`src/geidc_pkg.sv`:
```
/*
  Package for the external pin interrupt and debug pin configuration block:
  register offsets, field positions, reset values, trigger modes, timing
  constants and the packed bus request carrier.
  Assumes a 32-bit classic Wishbone bus with byte addresses on 16 bits.
*/
package geidc_pkg;

  // ---------------------------------------------------------------------
  // Register offsets (byte addresses)
  // ---------------------------------------------------------------------
  localparam logic [15:0] OFS_PENDING    = 16'hA814;
  localparam logic [15:0] OFS_IRQ_MASK   = 16'hA818;
  localparam logic [15:0] OFS_CFG_A      = 16'hA860;
  localparam logic [15:0] OFS_CFG_B      = 16'hA864;
  localparam logic [15:0] OFS_CFG_C      = 16'hA868;
  localparam logic [15:0] OFS_CFG_D      = 16'hA86C;
  localparam logic [15:0] OFS_DBG_CFG    = 16'hBC00;
  localparam logic [15:0] OFS_DBG_STAT   = 16'hBC04;
  localparam logic [15:0] OFS_SEL_C      = 16'hBC14;
  localparam logic [15:0] OFS_SEL_D      = 16'hBC18;

  // ---------------------------------------------------------------------
  // Field positions and reset values
  // ---------------------------------------------------------------------
  localparam int          NUM_LINES      = 4;
  localparam int          NUM_PINS       = 24;
  localparam int          SEL_MSB        = 4;
  localparam int          FILT_BIT       = 8;
  localparam int          MODE_LSB       = 5;
  localparam int          MODE_MSB       = 7;
  localparam int          DBG_DIS_BIT    = 5;
  localparam int          REG_DIS_BIT    = 4;
  localparam int          DBG_HW_BIT     = 3;
  localparam int          STAT_BOOT_BIT  = 3;
  localparam int          STAT_FORCE_BIT = 1;
  localparam int          STAT_SWEN_BIT  = 0;
  localparam logic [4:0]  SEL_C_RST      = 5'h0F;
  localparam logic [4:0]  SEL_D_RST      = 5'h10;
  localparam logic [4:0]  SEL_FIRST_RSVD = 5'h18;
  localparam logic        REG_DIS_RST    = 1'h1;
  localparam logic [31:0] ZERO_WORD      = 32'h0000_0000;

  // ---------------------------------------------------------------------
  // Timing: input filter needs the pin stable for this long
  // ---------------------------------------------------------------------
  localparam int          CLK_HZ         = 10_000_000;
  localparam int          FILT_TIME_NS   = 300;
  localparam int          FILT_CYCLES    =
    (FILT_TIME_NS * (CLK_HZ / 1_000_000) + 999) / 1000;
  localparam logic [2:0]  FILT_LAST      = 3'(FILT_CYCLES - 1);
  localparam logic [1:0]  BOOT_WAIT      = 2'h2;

  // ---------------------------------------------------------------------
  // Types
  // ---------------------------------------------------------------------
  typedef enum logic [2:0] {
    TRIG_OFF   = 3'b000,
    TRIG_RISE  = 3'b001,
    TRIG_FALL  = 3'b010,
    TRIG_BOTH  = 3'b011,
    TRIG_HIGH  = 3'b100,
    TRIG_LOW   = 3'b101
  } geidc_trig_t;

  typedef struct packed {
    logic        cyc;
    logic        stb;
    logic        we;
    logic [15:0] adr;
    logic [3:0]  sel;
    logic [31:0] dat;
  } geidc_wb_req_t;

  typedef struct packed {
    logic        filt;
    logic [2:0]  mode;
  } geidc_line_cfg_t;

endpackage

```
`src/geidc_top.sv`:
```
/*
  External pin interrupt lines A to D with trigger modes, input filter,
  pin routing for lines C and D, pending flags with masked interrupt, and
  the debug pin configuration and status registers, on classic Wishbone.
  Assumes pins, boot strap and debugger status arrive asynchronously.
*/
// Design decision made here: register access over Wishbone.

// Summary of operation
// - Five bit selector routes lines C, D
// - Selector codes 0x18-0x1F pick no pin
// - Selectors reset to 0x0F and 0x10
// - Bit 8 enables input digital filter
// - Mode 0 off, 1 rise, 2 fall, 3 both
// - Mode 4 high level, 5 low level
// - Pending flags D..A in bits 3..0
// - Pending flags read zero after reset
// - Bit 5 disables debug unless already active
// - Bit 4 disables regulator override, resets one
// - Status bit 3 captures inverted boot pin
// - Status bit 1 shows debugger forced active
// - Status bit 0 shows serial wire enabled
module geidc_top (
  input  wire logic        I_CLK,
  input  wire logic        I_RST_B,
  input  wire logic        I_WB_CYC,
  input  wire logic        I_WB_STB,
  input  wire logic        I_WB_WE,
  input  wire logic [15:0] I_WB_ADR,
  input  wire logic [3:0]  I_WB_SEL,
  input  wire logic [31:0] I_WB_DAT,
  output logic      [31:0] O_WB_DAT,
  output logic             O_WB_ACK,
  input  wire logic        I_EXT_LINE_A,
  input  wire logic        I_EXT_LINE_B,
  input  wire logic [7:0]  I_PORT_A,
  input  wire logic [7:0]  I_PORT_B,
  input  wire logic [7:0]  I_PORT_C,
  input  wire logic        I_BOOT_SELECT_PIN_N,
  input  wire logic        I_DEBUGGER_FORCED_ACTIVE,
  input  wire logic        I_SERIAL_WIRE_ENABLED,
  input  wire logic        I_DEBUG_HW_STATE,
  output logic             O_IRQ,
  output logic             O_DEBUG_OVERRIDE_DISABLE,
  output logic             O_REGULATOR_OVERRIDE_DISABLE
);

  localparam int SYNC_W = geidc_pkg::NUM_PINS + 6;

  // -----------------------------------------------------------------------
  // Functions
  // -----------------------------------------------------------------------
  function automatic logic [31:0] byte_mask(input logic [3:0] sel);
    logic [31:0] m;
    m = geidc_pkg::ZERO_WORD;
    for (int b = 0; b < 4; b++) begin
      m[b*8 +: 8] = {8{sel[b]}};
    end
    return m;
  endfunction

  function automatic logic pin_pick(input logic [23:0] pins,
                                    input logic [4:0]  sel);
    logic r;
    r = 1'b0;
    if (sel < geidc_pkg::SEL_FIRST_RSVD) begin
      r = pins[sel];
    end
    return r;
  endfunction

  // -----------------------------------------------------------------------
  // Input synchronisers
  // -----------------------------------------------------------------------
  logic [SYNC_W-1:0] sync_raw;
  logic [SYNC_W-1:0] sync1_ff;
  logic [SYNC_W-1:0] sync2_ff;
  logic [23:0]       pins_s;
  logic              line_a_s;
  logic              line_b_s;
  logic              boot_n_s;
  logic              forced_s;
  logic              swen_s;
  logic              hw_bit_s;

  assign sync_raw = {I_DEBUG_HW_STATE, I_SERIAL_WIRE_ENABLED,
                     I_DEBUGGER_FORCED_ACTIVE, I_BOOT_SELECT_PIN_N,
                     I_EXT_LINE_B, I_EXT_LINE_A,
                     I_PORT_C, I_PORT_B, I_PORT_A};

  always_ff @(posedge I_CLK or negedge I_RST_B) begin
    if (!I_RST_B) begin
      sync1_ff <= '0;
      sync2_ff <= '0;
    end else begin
      sync1_ff <= sync_raw;
      sync2_ff <= sync1_ff;
    end
  end

  assign pins_s   = sync2_ff[23:0];
  assign line_a_s = sync2_ff[24];
  assign line_b_s = sync2_ff[25];
  assign boot_n_s = sync2_ff[26];
  assign forced_s = sync2_ff[27];
  assign swen_s   = sync2_ff[28];
  assign hw_bit_s = sync2_ff[29];

  // -----------------------------------------------------------------------
  // Bus slave
  // -----------------------------------------------------------------------
  geidc_pkg::geidc_wb_req_t req;
  logic        ack_ff;
  logic        nxt_ack;
  logic [31:0] rdat_ff;
  logic [31:0] nxt_rdat;
  logic        wr_go;
  logic [31:0] wmask;
  logic [31:0] wdat;

  assign req   = '{cyc: I_WB_CYC, stb: I_WB_STB, we: I_WB_WE,
                   adr: I_WB_ADR, sel: I_WB_SEL, dat: I_WB_DAT};
  assign wr_go = req.cyc & req.stb & req.we & ack_ff;
  assign wmask = byte_mask(req.sel);
  assign wdat  = req.dat & wmask;

  // -----------------------------------------------------------------------
  // Register state
  // -----------------------------------------------------------------------
  geidc_pkg::geidc_line_cfg_t cfg_ff  [geidc_pkg::NUM_LINES];
  geidc_pkg::geidc_line_cfg_t nxt_cfg [geidc_pkg::NUM_LINES];
  logic [4:0]  sel_c_ff;
  logic [4:0]  nxt_sel_c;
  logic [4:0]  sel_d_ff;
  logic [4:0]  nxt_sel_d;
  logic [3:0]  mask_ff;
  logic [3:0]  nxt_mask;
  logic [3:0]  pend_ff;
  logic [3:0]  nxt_pend;
  logic [3:0]  trig;
  logic        dbg_dis_ff;
  logic        nxt_dbg_dis;
  logic        reg_dis_ff;
  logic        nxt_reg_dis;
  logic        boot_cap_ff;
  logic        nxt_boot_cap;
  logic [1:0]  boot_cnt_ff;
  logic [1:0]  nxt_boot_cnt;
  logic [31:0] cfg_word [geidc_pkg::NUM_LINES];
  logic [15:0] cfg_ofs  [geidc_pkg::NUM_LINES];

  assign cfg_ofs[0] = geidc_pkg::OFS_CFG_A;
  assign cfg_ofs[1] = geidc_pkg::OFS_CFG_B;
  assign cfg_ofs[2] = geidc_pkg::OFS_CFG_C;
  assign cfg_ofs[3] = geidc_pkg::OFS_CFG_D;

  // -----------------------------------------------------------------------
  // Register next state
  // -----------------------------------------------------------------------
  always_comb begin
    logic [15:0] a;
    a            = {req.adr[15:2], 2'b00};
    nxt_sel_c    = sel_c_ff;
    nxt_sel_d    = sel_d_ff;
    nxt_mask     = mask_ff;
    nxt_dbg_dis  = dbg_dis_ff;
    nxt_reg_dis  = reg_dis_ff;
    nxt_pend     = pend_ff;
    for (int i = 0; i < geidc_pkg::NUM_LINES; i++) begin
      nxt_cfg[i] = cfg_ff[i];
    end
    if (wr_go) begin
      if (a == geidc_pkg::OFS_SEL_C) begin
        if (req.sel[0]) begin
          nxt_sel_c = req.dat[geidc_pkg::SEL_MSB:0];
        end
      end else if (a == geidc_pkg::OFS_SEL_D) begin
        if (req.sel[0]) begin
          nxt_sel_d = req.dat[geidc_pkg::SEL_MSB:0];
        end
      end else if (a == geidc_pkg::OFS_IRQ_MASK) begin
        if (req.sel[0]) begin
          nxt_mask = req.dat[3:0];
        end
      end else if (a == geidc_pkg::OFS_PENDING) begin
        nxt_pend = pend_ff & ~wdat[3:0];
      end else if (a == geidc_pkg::OFS_DBG_CFG) begin
        if (req.sel[0]) begin
          nxt_dbg_dis = req.dat[geidc_pkg::DBG_DIS_BIT];
          nxt_reg_dis = req.dat[geidc_pkg::REG_DIS_BIT];
        end
      end
      for (int i = 0; i < geidc_pkg::NUM_LINES; i++) begin
        if (a == cfg_ofs[i]) begin
          if (req.sel[1]) begin
            nxt_cfg[i].filt = req.dat[geidc_pkg::FILT_BIT];
          end
          if (req.sel[0]) begin
            nxt_cfg[i].mode =
              req.dat[geidc_pkg::MODE_MSB:geidc_pkg::MODE_LSB];
          end
        end
      end
    end
    nxt_pend = nxt_pend | trig;
  end

  always_ff @(posedge I_CLK or negedge I_RST_B) begin
    if (!I_RST_B) begin
      sel_c_ff   <= geidc_pkg::SEL_C_RST;
      sel_d_ff   <= geidc_pkg::SEL_D_RST;
      mask_ff    <= '0;
      pend_ff    <= '0;
      dbg_dis_ff <= 1'b0;
      reg_dis_ff <= geidc_pkg::REG_DIS_RST;
      for (int i = 0; i < geidc_pkg::NUM_LINES; i++) begin
        cfg_ff[i] <= '0;
      end
    end else begin
      sel_c_ff   <= nxt_sel_c;
      sel_d_ff   <= nxt_sel_d;
      mask_ff    <= nxt_mask;
      pend_ff    <= nxt_pend;
      dbg_dis_ff <= nxt_dbg_dis;
      reg_dis_ff <= nxt_reg_dis;
      for (int i = 0; i < geidc_pkg::NUM_LINES; i++) begin
        cfg_ff[i] <= nxt_cfg[i];
      end
    end
  end

  // -----------------------------------------------------------------------
  // Boot strap capture after reset release
  // -----------------------------------------------------------------------
  always_comb begin
    nxt_boot_cnt = boot_cnt_ff;
    nxt_boot_cap = boot_cap_ff;
    // Synchroniser shows its reset level for two edges after release,
    // so the strap is taken one edge later, once the pin has come through
    if (boot_cnt_ff <= geidc_pkg::BOOT_WAIT) begin
      nxt_boot_cnt = boot_cnt_ff + 2'h1;
      if (boot_cnt_ff == geidc_pkg::BOOT_WAIT) begin
        nxt_boot_cap = ~boot_n_s;
      end
    end
  end

  always_ff @(posedge I_CLK or negedge I_RST_B) begin
    if (!I_RST_B) begin
      boot_cnt_ff <= '0;
      boot_cap_ff <= 1'b0;
    end else begin
      boot_cnt_ff <= nxt_boot_cnt;
      boot_cap_ff <= nxt_boot_cap;
    end
  end

  // -----------------------------------------------------------------------
  // Per line filter and trigger detection
  // -----------------------------------------------------------------------
  logic [3:0] line_raw;

  assign line_raw[0] = line_a_s;
  assign line_raw[1] = line_b_s;
  assign line_raw[2] = pin_pick(pins_s, sel_c_ff);
  assign line_raw[3] = pin_pick(pins_s, sel_d_ff);

  generate
    for (genvar g = 0; g < geidc_pkg::NUM_LINES; g++) begin : g_line
      logic [2:0] cnt_ff;
      logic [2:0] nxt_cnt;
      logic       fval_ff;
      logic       nxt_fval;
      logic       prev_ff;
      logic       cur;
      geidc_pkg::geidc_trig_t mode;

      assign mode = geidc_pkg::geidc_trig_t'(cfg_ff[g].mode);
      assign cur  = cfg_ff[g].filt ? fval_ff : line_raw[g];

      always_comb begin
        nxt_cnt  = '0;
        nxt_fval = fval_ff;
        if (line_raw[g] != fval_ff) begin
          nxt_cnt = cnt_ff + 3'h1;
          if (cnt_ff == geidc_pkg::FILT_LAST) begin
            nxt_fval = line_raw[g];
            nxt_cnt  = '0;
          end
        end
        case (mode)
          geidc_pkg::TRIG_RISE: trig[g] = cur & ~prev_ff;
          geidc_pkg::TRIG_FALL: trig[g] = ~cur & prev_ff;
          geidc_pkg::TRIG_BOTH: trig[g] = cur ^ prev_ff;
          geidc_pkg::TRIG_HIGH: trig[g] = cur;
          geidc_pkg::TRIG_LOW:  trig[g] = ~cur;
          default:              trig[g] = 1'b0;
        endcase
      end

      always_ff @(posedge I_CLK or negedge I_RST_B) begin
        if (!I_RST_B) begin
          cnt_ff  <= '0;
          fval_ff <= 1'b0;
          prev_ff <= 1'b0;
        end else begin
          cnt_ff  <= nxt_cnt;
          fval_ff <= nxt_fval;
          prev_ff <= cur;
        end
      end

      assign cfg_word[g] = {23'h000000, cfg_ff[g].filt, cfg_ff[g].mode,
                            5'h00};
    end
  endgenerate

  // -----------------------------------------------------------------------
  // Read data and acknowledge
  // -----------------------------------------------------------------------
  always_comb begin
    logic [15:0] a;
    a        = {req.adr[15:2], 2'b00};
    nxt_ack  = req.cyc & req.stb & ~ack_ff;
    nxt_rdat = geidc_pkg::ZERO_WORD;
    if (a == geidc_pkg::OFS_PENDING) begin
      nxt_rdat[3:0] = pend_ff;
    end else if (a == geidc_pkg::OFS_IRQ_MASK) begin
      nxt_rdat[3:0] = mask_ff;
    end else if (a == geidc_pkg::OFS_CFG_A) begin
      nxt_rdat = cfg_word[0];
    end else if (a == geidc_pkg::OFS_CFG_B) begin
      nxt_rdat = cfg_word[1];
    end else if (a == geidc_pkg::OFS_CFG_C) begin
      nxt_rdat = cfg_word[2];
    end else if (a == geidc_pkg::OFS_CFG_D) begin
      nxt_rdat = cfg_word[3];
    end else if (a == geidc_pkg::OFS_SEL_C) begin
      nxt_rdat[4:0] = sel_c_ff;
    end else if (a == geidc_pkg::OFS_SEL_D) begin
      nxt_rdat[4:0] = sel_d_ff;
    end else if (a == geidc_pkg::OFS_DBG_CFG) begin
      nxt_rdat[geidc_pkg::DBG_DIS_BIT] = dbg_dis_ff;
      nxt_rdat[geidc_pkg::REG_DIS_BIT] = reg_dis_ff;
      nxt_rdat[geidc_pkg::DBG_HW_BIT]  = hw_bit_s;
    end else if (a == geidc_pkg::OFS_DBG_STAT) begin
      nxt_rdat[geidc_pkg::STAT_BOOT_BIT]  = boot_cap_ff;
      nxt_rdat[geidc_pkg::STAT_FORCE_BIT] = forced_s;
      nxt_rdat[geidc_pkg::STAT_SWEN_BIT]  = swen_s;
    end
    if (!nxt_ack) begin
      nxt_rdat = rdat_ff;
    end
  end

  always_ff @(posedge I_CLK or negedge I_RST_B) begin
    if (!I_RST_B) begin
      ack_ff  <= 1'b0;
      rdat_ff <= '0;
    end else begin
      ack_ff  <= nxt_ack;
      rdat_ff <= nxt_rdat;
    end
  end

  // -----------------------------------------------------------------------
  // Outputs
  // -----------------------------------------------------------------------
  assign O_WB_ACK = ack_ff;
  assign O_WB_DAT = rdat_ff;
  assign O_IRQ    = |(pend_ff & mask_ff);
  assign O_DEBUG_OVERRIDE_DISABLE =
    dbg_dis_ff & ~(forced_s | swen_s);
  assign O_REGULATOR_OVERRIDE_DISABLE = reg_dis_ff;

endmodule // geidc_top

```
`config.mk`:
```
export PLATFORM = sky130hd
export DESIGN_NAME = geidc_top
export DESIGN_NICKNAME = d
export VERILOG_FILES = /design/src/geidc_pkg.sv /design/src/geidc_top.sv
export SDC_FILE = /design/constraint.sdc
export NUM_CORES = 1
export LEC_CHECK = 0
export ABC_AREA = 1
export ABC_CLOCK_PERIOD_IN_PS = 2400
export BUFFER_PORTS_ARGS = -buffer_cell sky130_fd_sc_hd__buf_2
export CAP_MARGIN = 20
export CORE_MARGIN = 2
export CORE_UTILIZATION = 31
export DETAILED_ROUTE_END_ITERATION = 7
export GPL_ROUTABILITY_DRIVEN = 1
export PLACE_DENSITY = 0.6
export SYNTH_ARGS = -nofsm -noshare
export SYNTH_HDL_FRONTEND = slang
export SYNTH_SLANG_ARGS = --single-unit
```
`constraint.sdc`:
```
create_clock -name I_CLK -period 2.4 [get_ports I_CLK]
set_clock_uncertainty 0.2 [all_clocks]
set_input_delay 0.24 -clock I_CLK [delete_from_list [all_inputs] [get_ports I_CLK]]
set_output_delay 0.24 -clock I_CLK [all_outputs]
set_load 0.02 [all_outputs]
```
After elaboration in Yosys (flattened, before gate mapping):

Index checks and enable logic that the tools add are counted.

* add/sub/neg operators: 5
* magnitude comparators: 5
* eq/ne operators: 39
* muxes and demuxes: 47
* bitwise operators: 38
* reductions and logical operators: 18

Operators with widths (count)
* == test 14 bit (second input constant): 10
* two-way mux 28 bit: 2
* == test 3 x 2 -> 1 bit (second input constant): 12
* two-way mux 4 bit: 7
* two-way mux 3 bit: 9
* two-way mux 9 bit: 3
* AND reduction 3 bit: 9
* == test 3 bit (second input constant): 8
* one-hot mux 1 bit (5 select lines): 4
* NOT 1 bit: 15
* bitwise AND 1 bit: 13
* two-way mux 1 bit: 13
* adder 3 x 1 -> 3 bit (second input constant): 4
* bitwise AND 4 bit: 3
* == test 3 x 1 -> 1 bit (second input constant): 4
* less-than comparator 5 x 6 -> 1 bit (second input constant): 2
* binary-select mux 1 bit (select 5 bit): 2
* less-than comparator 5 bit (second input constant): 2
* two-way mux 2 bit: 5
* AND reduction 2 bit: 5
* AND reduction 7 bit: 1
* two-way mux 6 bit: 1
* two-way mux 5 bit: 1
* AND reduction 5 bit: 1
* other kinds (10): 16

* flip-flop bits (word level): 152
* input port bits: 87
* output and inout port bits: 36
* word-level logic and storage cells: 184

Depth between registers and ports, before layout:

Gate-level depths: netlist of the first run.

* depth in word-level cells: 11
* depth in mapped cells: 18
* depth with buffers taken out: 17

Least setup slack after synthesis of the first run:

No wires, ideal clock.

* path kind: register to register
* start point: register sel_c_ff[0]
* end point: register pend_ff[2]
* setup time: 0.124 ns
* arrival time: 1.952 ns
* required time: 2.076 ns
* path slack: 0.124 ns
* stages on the path, launching flop included: 19
* buffers on the path: 1
* period minus slack after synthesis: 2.276 ns
* cells stage by stage: dfstp_2 -> inv_2 -> buf_6 -> nand2_1 -> nand3_1 -> nand3_1 -> nand2_1 -> nand2_1 -> nand3_2 -> nand3_1 -> nand2_1 -> ha_1 -> nand2_1 -> o2111ai_1 -> o31ai_1 -> inv_1 -> o21ai_0 -> nand2_1 -> nand2_1

* longest elaborated chain between the ends: 8
* elaborated cells between the ends (all ways): 11
* classes of those cells: order compare: 1; mux: 5; bitwise: 5

Ends and longest elaborated chain
* start, declared: RTL line geidc_top.sv:132 `logic [4:0] sel_c_ff;`
* start signal, assigned: RTL line geidc_top.sv:210 `sel_c_ff <= geidc_pkg::SEL_C_RST;`
* start signal, assigned: RTL line geidc_top.sv:220 `sel_c_ff <= nxt_sel_c;`
* binary-select mux 1 bit (select 5 bit): RTL line geidc_top.sv:67 `r = pins[sel];`
* two-way mux 1 bit (implied by the code): RTL line geidc_top.sv:67
* two-way mux 1 bit *: RTL line geidc_top.sv:66 `if (sel < geidc_pkg::SEL_FIRST_RSVD) begin`
* two-way mux 1 bit *: RTL line geidc_top.sv:279 `assign cur = cfg_ff[g].filt ? fval_ff : line_raw[g];`
* named net g_line[2].cur: RTL line geidc_top.sv:275 `logic cur;`
* NOT 1 bit: RTL line geidc_top.sv:293, geidc_top.sv:296
* bitwise AND 1 bit: RTL line geidc_top.sv:293 `geidc_pkg::TRIG_FALL: trig[g] = ~cur & prev_ff;`
* one-hot mux 1 bit (5 select lines) *: RTL line geidc_top.sv:291 `case (mode)`
* bitwise OR 4 bit *: RTL line geidc_top.sv:205 `nxt_pend = nxt_pend | trig;`
* named net nxt_pend[2]: RTL line geidc_top.sv:139 `logic [3:0] nxt_pend;`
* end signal, assigned: RTL line geidc_top.sv:223 `pend_ff <= nxt_pend;`
* end, declared: RTL line geidc_top.sv:138 `logic [3:0] pend_ff;`

The timed path passes the listed nets; every way through them passes the cells marked *. The select of a mux whose other input is x is not followed.
A chain may end at the register's enable or synchronous reset.

Final worst setup path of the first run:

Ends and elaborated chain as after synthesis.

==> results_dict.tcl, run 1 <==
set metrics [dict create \
    status "finished, violations left" \
    violations "negative setup slack" \
    cts_buffer_depth 2 \
    hold_class "primary input to flip-flop" \
    worst_slack_ns -0.0696 \
    port_buffers 72 \
    clockRootBuffer "clkbuf_16" \
    dr_total_vias 4792 \
    hold_path_depth 3 \
    yosys.area_share.simple_pct 24.8 \
    cts_tree "done" \
    synth_top_cells_by_area "dfrtp_1 (51%), nand2_1 (10%), nand3_1 (5.8%), inv_1 (4.7%), buf_4 (3.0%)" \
    cp_data_required_time_ns 2.50 \
    rsz0062_at_grt "true" \
    cpMostUsedCell "nand2_1" \
    period_minus_slack_ns 2.47 \
    cp_cell_sequence "buf_12 -> nand2_1 -> nand3_1 -> nand3_1 -> nand2_1 -> nand2_1 -> nand3_2 -> nand3_2 -> nand2_2 -> inv_2 -> ha_2 -> o2111ai_2 -> o31ai_1 -> inv_1 -> nand3_1 -> nand2_2 -> nand2_1" \
    synth_xor_xnor_area_share_pct 1.59 \
    slew_headroom_pct 62.8 \
    fp.dieW_um 143 \
    power_density_nw_per_um2 712 \
    yosysSeqAreaShare_pct 54.0 \
    netlist_area_sq_um 6000 \
    io_pins 123 \
    cp_max_fo 10 \
    regToRegSetupSlack_ns -0.07 \
    finalNonFillerCells 1088 \
    synthAdderAreaFrac_pct 2.09 \
    cts_made_buffers 17 \
    async_reset_ff_share_pct 100 \
    cp_num_buf_inv 3 \
    slowest_delay_ns 0.63 \
    dpl.cell_count 1012 \
    dpl.hpwl_um 10100 \
    synthMuxAreaShare_pct 0.501 \
    syn_inst 671 \
    synth_top_family_by_area "simple AND/OR/NAND/NOR gates" \
    p_leak_nw 3.74 \
    swShare_pct 27.2 \
    min_to "g_line[0].mode[0]$_DFFE_PN0P_" \
    wl_um 13800 \
    power_frac_clock_pct 43.1 \
    start_util_pct 31.8 \
    seqPwrFrac_pct 45.1 \
    fmax_ghz 0.405 \
    fill_cells 1873 \
    syn2layout_area_growth_pct 28.8 \
    worstHoldStart "I_WB_DAT[5]" \
    synth_seq_cells 129 \
    r2r_cells 17 \
    setup_viol 1 \
    layout_commonest_cell "nand2_1" \
    comb_power_share_pct 11.8 \
    clk_latency_ns 0.43 \
    finalHoldViolations 0 \
    drc 0 \
    dieArea_sq_um 20500 \
    die_y_um 143 \
    fin_nets 912 \
    drive_gt1_share_pct 21.1 \
    slew_violations 0 \
    start_kind "flip-flop" \
    gp_congestion 0.839 \
    synth_warnings 0 \
    drtIter0Drc 240 \
    fin_tns_setup_ns -0.0696 \
    tightestPinTransition_ns 0.556 \
    slowest_stage "dfstp_2" \
    synth_ff_type "dfrtp_1" \
    clkSinkCount 129 \
    cp_top_family "simple AND/OR/NAND/NOR gates" \
    synth-compound-area-share_pct 7.85 \
    grt_max_degree 61 \
    p_switching_mw 1.50 \
    synth_edf_count 0 \
    reg2reg_from "sel_c_ff[0]$_DFFE_PN1P_" \
    whs_ns 0.0114 \
    cts_setup_buffers 0 \
    htreeDepth 4 \
    grt_pass1_wl_um 22600 \
    cap_violations 0 \
    vdd_drop_max_mv 0.509 \
    synthDistinctLibCells 43 \
    setup.worst_path.end_class "flip-flop" \
    ant_nets 0 \
    fp-row-count 50 \
    core-area_sq_um 18800 \
    post_drt_wl_per_cell_um 12.6 \
    intPower_mw 4.01 \
    grt_overflow 0 \
    layout_common_cells "nand2_1 (162), dfrtp_1 (123), inv_1 (74)" \
    track_usage_pct 14.4 \
    avgSynthCellArea_sq_um 8.94 \
    path_class "flip-flop to flip-flop" \
    routed_via_density 4.40 \
    yosysTopAreaCellShare_pct 51.3 \
    yosys.area.top_type "dfrtp_1" \
    antennaDiodeCount 0 \
    path_clk_slew_ns 0.06 \
    antenna_found_initial 0 \
    dr.pass1.iters 5 \
    grt_pass1_vias 4660 \
    cp_data_arrival_time_ns 2.57 \
    rr_endpoint "pend_ff[2]$_DFF_PN0_" \
    post-route-period-util_pct 103 \
]
==> flip-flops by register name (all words and copies together) (netlist names), 2 cells and up <==
| signal | cells |
|---|---|
| pend_ff | 4 |
| g_line.cnt_ff | 12 |
| g_line.fval_ff | 4 |
| sel_d_ff | 5 |
| g_line.prev_ff | 4 |
| boot_cnt_ff | 2 |
| cfg_ff | 4 |
| O_WB_DAT | 9 |
| sel_c_ff | 5 |
| sync2_ff | 30 |
| mask_ff | 4 |
| g_line.mode | 12 |
| sync1_ff | 30 |
==> what timing repair did <==
action | in CTS | in global routing
gates cloned | 0 | 0
gates resized for setup | 8 | 8
hold buffers | 44 | 0
endpoints found under the hold margin | 178 | 0
setup endpoints to repair | 1 | 7
==> power by group through the flow <==
stage / clock network [mW] / registers, mW / logic (mW)
final: 2.37 / 2.48 / 0.649
after global routing: 2.53 / 2.51 / 0.747
after CTS: 2.43 / 2.48 / 0.655
after detailed placement: 0 / 2.52 / 0.588
after global placement: 0 / 2.51 / 0.575
after floorplan: 0 / 2.49 / 0.423
==> worst max path at each step <==
stage,depth (start not counted),start,slack (ns),end
2_1_floorplan,18,sel_c_ff[0]$_DFFE_PN1P_,0.12,pend_ff[2]$_DFF_PN0_
3_3_place_gp,17,sel_c_ff[0]$_DFFE_PN1P_,-0.10,pend_ff[2]$_DFF_PN0_
3_5_place_dp,17,sel_c_ff[0]$_DFFE_PN1P_,-0.1,pend_ff[2]$_DFF_PN0_
4_1_cts,17,sel_c_ff[0]$_DFFE_PN1P_,-0.06,pend_ff[2]$_DFF_PN0_
5_1_grt,17,sel_c_ff[0]$_DFFE_PN1P_,-0.27,pend_ff[2]$_DFF_PN0_
6_report,17,sel_c_ff[0]$_DFFE_PN1P_,-0.07,pend_ff[2]$_DFF_PN0_
==> per-stage QoR <==
stage	utilization [%]	worst slack (ns)	total power, mW	cell area [sq um]
2_1_floorplan	-	0.124	2.91	6080
4_1_cts	40.9	-0.0594	5.57	7710
6_report	41.0	-0.0696	5.50	7720
3_5_place_dp	35.6	-0.0973	3.11	6700
5_1_grt	41.0	-0.271	5.79	7720
3_3_place_gp	35.6	-0.101	3.09	6700
==> metal layers <==
metal	global-route usage [%]	up-vias	wire, um
met3	4.06	9	712
met1	19.3	2239	6740
met5	0	-	0
met2	21.7	121	6140
met4	6.31	0	159
li1	-	2423	-
==> final cells by class <==
type | count | area, sq um | area share (%)
clock buffers | 19 | 443 | 5.74
clock inverters | 13 | 103 | 1.33
inverters | 87 | 334 | 4.33
multi-input cells | 448 | 2320 | 30.1
flip-flops and latches | 129 | 3240 | 41.9
well taps | 260 | 325 | 4.21
repair buffers | 132 | 961 | 12.4
==> tightest hold or removal path, delay by kind of cell <==
| kind | cells | cell delay [ns] |
|---|---|---|
| buf+inv | 2 | 0.19 |
| compound gates | 1 | 0.15 |
==> synthesized netlist by cell type (2+ instances only) <==
library cell  count
nor3_2            3
nand3_2           2
nand4_4           2
inv_1            75
o21ai_1          14
xor2_1            5
nand3b_1          2
ha_1             10
dfrtp_1         123
nor2_2            4
buf_2             2
buf_4            24
or2_2             4
nor3b_1           2
nor3_1            8
o211ai_1          4
mux2i_1           3
nand4_1          11
inv_2            11
nand3_1          70
o31ai_1           7
nand2_1         167
dfstp_2           6
nor2_1           30
or2_4             2
o21ai_0          34
buf_6             3
a21oi_1          20
xnor2_1           4
nor2_4            3
nand2_2           4
==> cell families (layout without fill, tap and decap cells) <==
kind of cell               after synthesis  after routing
adders and majority gates               10             10
other                                    1             23
DFF                                    129            129
xor gates and xnor gates                10             10
buffers and inverters                  116            251
AOI/OAI and AO/OA                       85             85
and+or+nand+nor                        317            317
muxes                                    3              3
(Power assumes the default switching activity.)
==> inputs of run 2 (changes only) <==
--- a/config.mk
+++ b/config.mk
@@ -10,10 +10,10 @@
 export BUFFER_PORTS_ARGS = -buffer_cell sky130_fd_sc_hd__buf_2
 export CAP_MARGIN = 20
 export CORE_MARGIN = 2
-export CORE_UTILIZATION = 31
+export CORE_UTILIZATION = 35
 export DETAILED_ROUTE_END_ITERATION = 7
 export GPL_ROUTABILITY_DRIVEN = 1
-export PLACE_DENSITY = 0.6
+export PLACE_DENSITY = 0.65
 export SYNTH_ARGS = -nofsm -noshare
 export SYNTH_HDL_FRONTEND = slang
 export SYNTH_SLANG_ARGS = --single-unit
==> run 2 against run 1 <==
  * Global-route usage increased by 1.4 points
  * Critical path depth unchanged
  * Cell count decreased by 3.7%
  * Total power increased by 5.5%
  * Combinational power increased by 4.5%
  * Register-to-register slack got worse by 0.06 ns
  * Final area increased by 1.1%
  * Clock power increased by 11%
  * Clock-buffer cell count decreased by 1
  * The flow still finishes with violations (negative setup slack)
  * Hold slack improved by 0.016 ns
  * Sequential cell count unchanged
  * First-iteration DRC count increased by 11%
==> results_dict.tcl, run 2 (synthesis gave the netlist of run 1 again) <==
set metrics [dict create \
    period_minus_slack_ns 2.53 \
    power_density_nw_per_um2 744 \
    drc 0 \
    cts_tree "done" \
    setup.worst_path.end_class "flip-flop" \
    fin_tns_setup_ns -0.127 \
    grt_pass1_wl_um 22300 \
    status "finished, violations left" \
    htreeDepth 4 \
    regToRegSetupSlack_ns -0.13 \
    slew_violations 0 \
    r2r_cells 17 \
    core-area_sq_um 16600 \
    layout_commonest_cell "nand2_1" \
    cts_made_buffers 17 \
    io_pins 123 \
    clkSinkCount 129 \
    intPower_mw 4.25 \
    wl_um 13400 \
    total_power_mw 5.81 \
    grt_pass1_vias 4609 \
    rsz0062_at_grt "true" \
    post_drt_wl_per_cell_um 12.8 \
    post-route-period-util_pct 105 \
    dpl.hpwl_um 9650 \
    startpoint "sel_c_ff[0]$_DFFE_PN1P_" \
    slowest_delay_ns 0.61 \
    critPathCapture "pend_ff[2]$_DFF_PN0_" \
    whs_ns 0.0273 \
    gp_congestion 0.883 \
    hold_class "primary input to flip-flop" \
    grt_max_degree 82 \
    dr_total_vias 4809 \
    p_switching_mw 1.55 \
    die_y_um 135 \
    track_usage_pct 15.7 \
    fp-row-count 47 \
    antenna_found_initial 0 \
    setup_viol 1 \
    power_frac_clock_pct 45.5 \
    start_util_pct 36.0 \
    dieArea_sq_um 18200 \
    dr.pass1.iters 5 \
    p_leak_nw 3.79 \
    seqPwrFrac_pct 42.8 \
    fin_nets 912 \
    clockRootBuffer "clkbuf_16" \
    cts_buffer_depth 2 \
    syn2layout_area_growth_pct 30.2 \
    fp.dieW_um 135 \
    layout_common_cells "nand2_1 (159), dfrtp_1 (123), inv_1 (73)" \
    fmax_ghz 0.396 \
    violations "negative setup slack" \
    vdd_drop_max_mv 0.544 \
    antennaDiodeCount 0 \
    largest_registers "sync1_ff (30), sync2_ff (30)" \
    path_clk_slew_ns 0.06 \
    finalNonFillerCells 1048 \
    drtIter0Drc 267 \
    fill_cells 1542 \
    drive_gt1_share_pct 22.8 \
    reg2reg_from "sel_c_ff[0]$_DFFE_PN1P_" \
    slowest_stage "dfstp_2" \
    dpl.cell_count 968 \
    port_buffers 72 \
    clk_latency_ns 0.43 \
    placed_cell_area_sq_um 6620 \
    grt_overflow 0 \
    finalHoldViolations 0 \
    stdcell_area_sq_um 7810 \
    cp_max_fo 7 \
    routed_via_density 4.59 \
    cap_violations 0 \
    cp_data_required_time_ns 2.51 \
    ant_nets 0 \
    swShare_pct 26.8 \
    worst_slack_ns -0.127 \
    cp_data_arrival_time_ns 2.63 \
    start_kind "flip-flop" \
    path_class "flip-flop to flip-flop" \
    cp_cell_sequence "clkbuf_16 -> nand2_1 -> nand3_1 -> nand3_1 -> nand2_1 -> nand2_2 -> nand3_2 -> nand3_2 -> nand2_2 -> inv_2 -> ha_4 -> o2111ai_2 -> o31ai_2 -> inv_1 -> o21ai_2 -> nand2_2 -> nand2_1" \
    comb_power_share_pct 11.7 \
    rr_endpoint "pend_ff[2]$_DFF_PN0_" \
]
## run 2: how the worst min path moves through the flow
| stage | start | endpoint | slack (ns) | depth (start not counted) |
|---|---|---|---|---|
| finish | I_WB_DAT[5] | g_line[1].mode[0]$_DFFE_PN0P_ | 0.03 | 3 |
| global route | I_WB_DAT[5] | g_line[0].mode[0]$_DFFE_PN0P_ | 0.02 | 3 |
| CTS | I_WB_DAT[5] | g_line[1].mode[0]$_DFFE_PN0P_ | 0.005 | 3 |
| detailed placement | I_RST_B | sync1_ff[10]$_DFF_PN0_ | 0.06 | 2 |
| global placement | I_RST_B | sync1_ff[10]$_DFF_PN0_ | 0.06 | 2 |
| floorplan | I_RST_B | O_WB_ACK$_DFF_PN0_ | -0.26 | 0 |
## run 2: timing repair
item                       4_1_cts  5_1_grt
setup buffers                    2        2
gates resized for setup          4       24
pin swaps                        2       11
cloned                           0        1
setup endpoints to repair        1        9
hold endpoints to repair       184        0
hold buffers                    43        0
## run 2: stage by stage
step | worst slack, ns | util [%]
after floorplan | 0.124 | -
after global placement | -0.0452 | 39.8
after detailed placement | -0.0593 | 39.8
after CTS | -0.0366 | 46.2
after global routing | -0.273 | 46.9
final | -0.127 | 46.9
## run 2: power by group through the flow
| stage | Clock, mW | Sequential (mW) | Combinational, mW |
|---|---|---|---|
| after floorplan | 0 | 2.49 | 0.423 |
| after global placement | 0 | 2.51 | 0.575 |
| after detailed placement | 0 | 2.52 | 0.588 |
| after CTS | 2.69 | 2.48 | 0.657 |
| after global routing | 2.79 | 2.51 | 0.794 |
| final | 2.64 | 2.49 | 0.678 |
## run 2: final cells by class
type                    instances  area [sq um]  share of cell area (%)
clock buffers                  18           439                    5.62
well taps                     220           275                    3.53
multi-input cells             448          2380                    30.4
clock inverters                14           170                    2.18
repair buffers                132           980                    12.5
inverters                      87           332                    4.25
flip-flops and latches        129          3240                    41.4
## run 2: metal layers
metal  up-vias  global-route usage [%]  share of wire, %
met5         -                       0                 0
met1      2234                    21.2                47
met2       123                    23.7                44
met3        22                    4.02               6.3
met4         0                    7.54               2.4
li1       2430                       -                 -
## run 2: worst max-delay path: cells and delay by family, from the launching register on
family                     cells  cell delay (ns)
adders and majority gates      1             0.15
AOI/OAI and AO/OA              3             0.36
and+or+nand+nor               10             0.77
DFF                            1             0.61
buffers and inverters          3             0.33
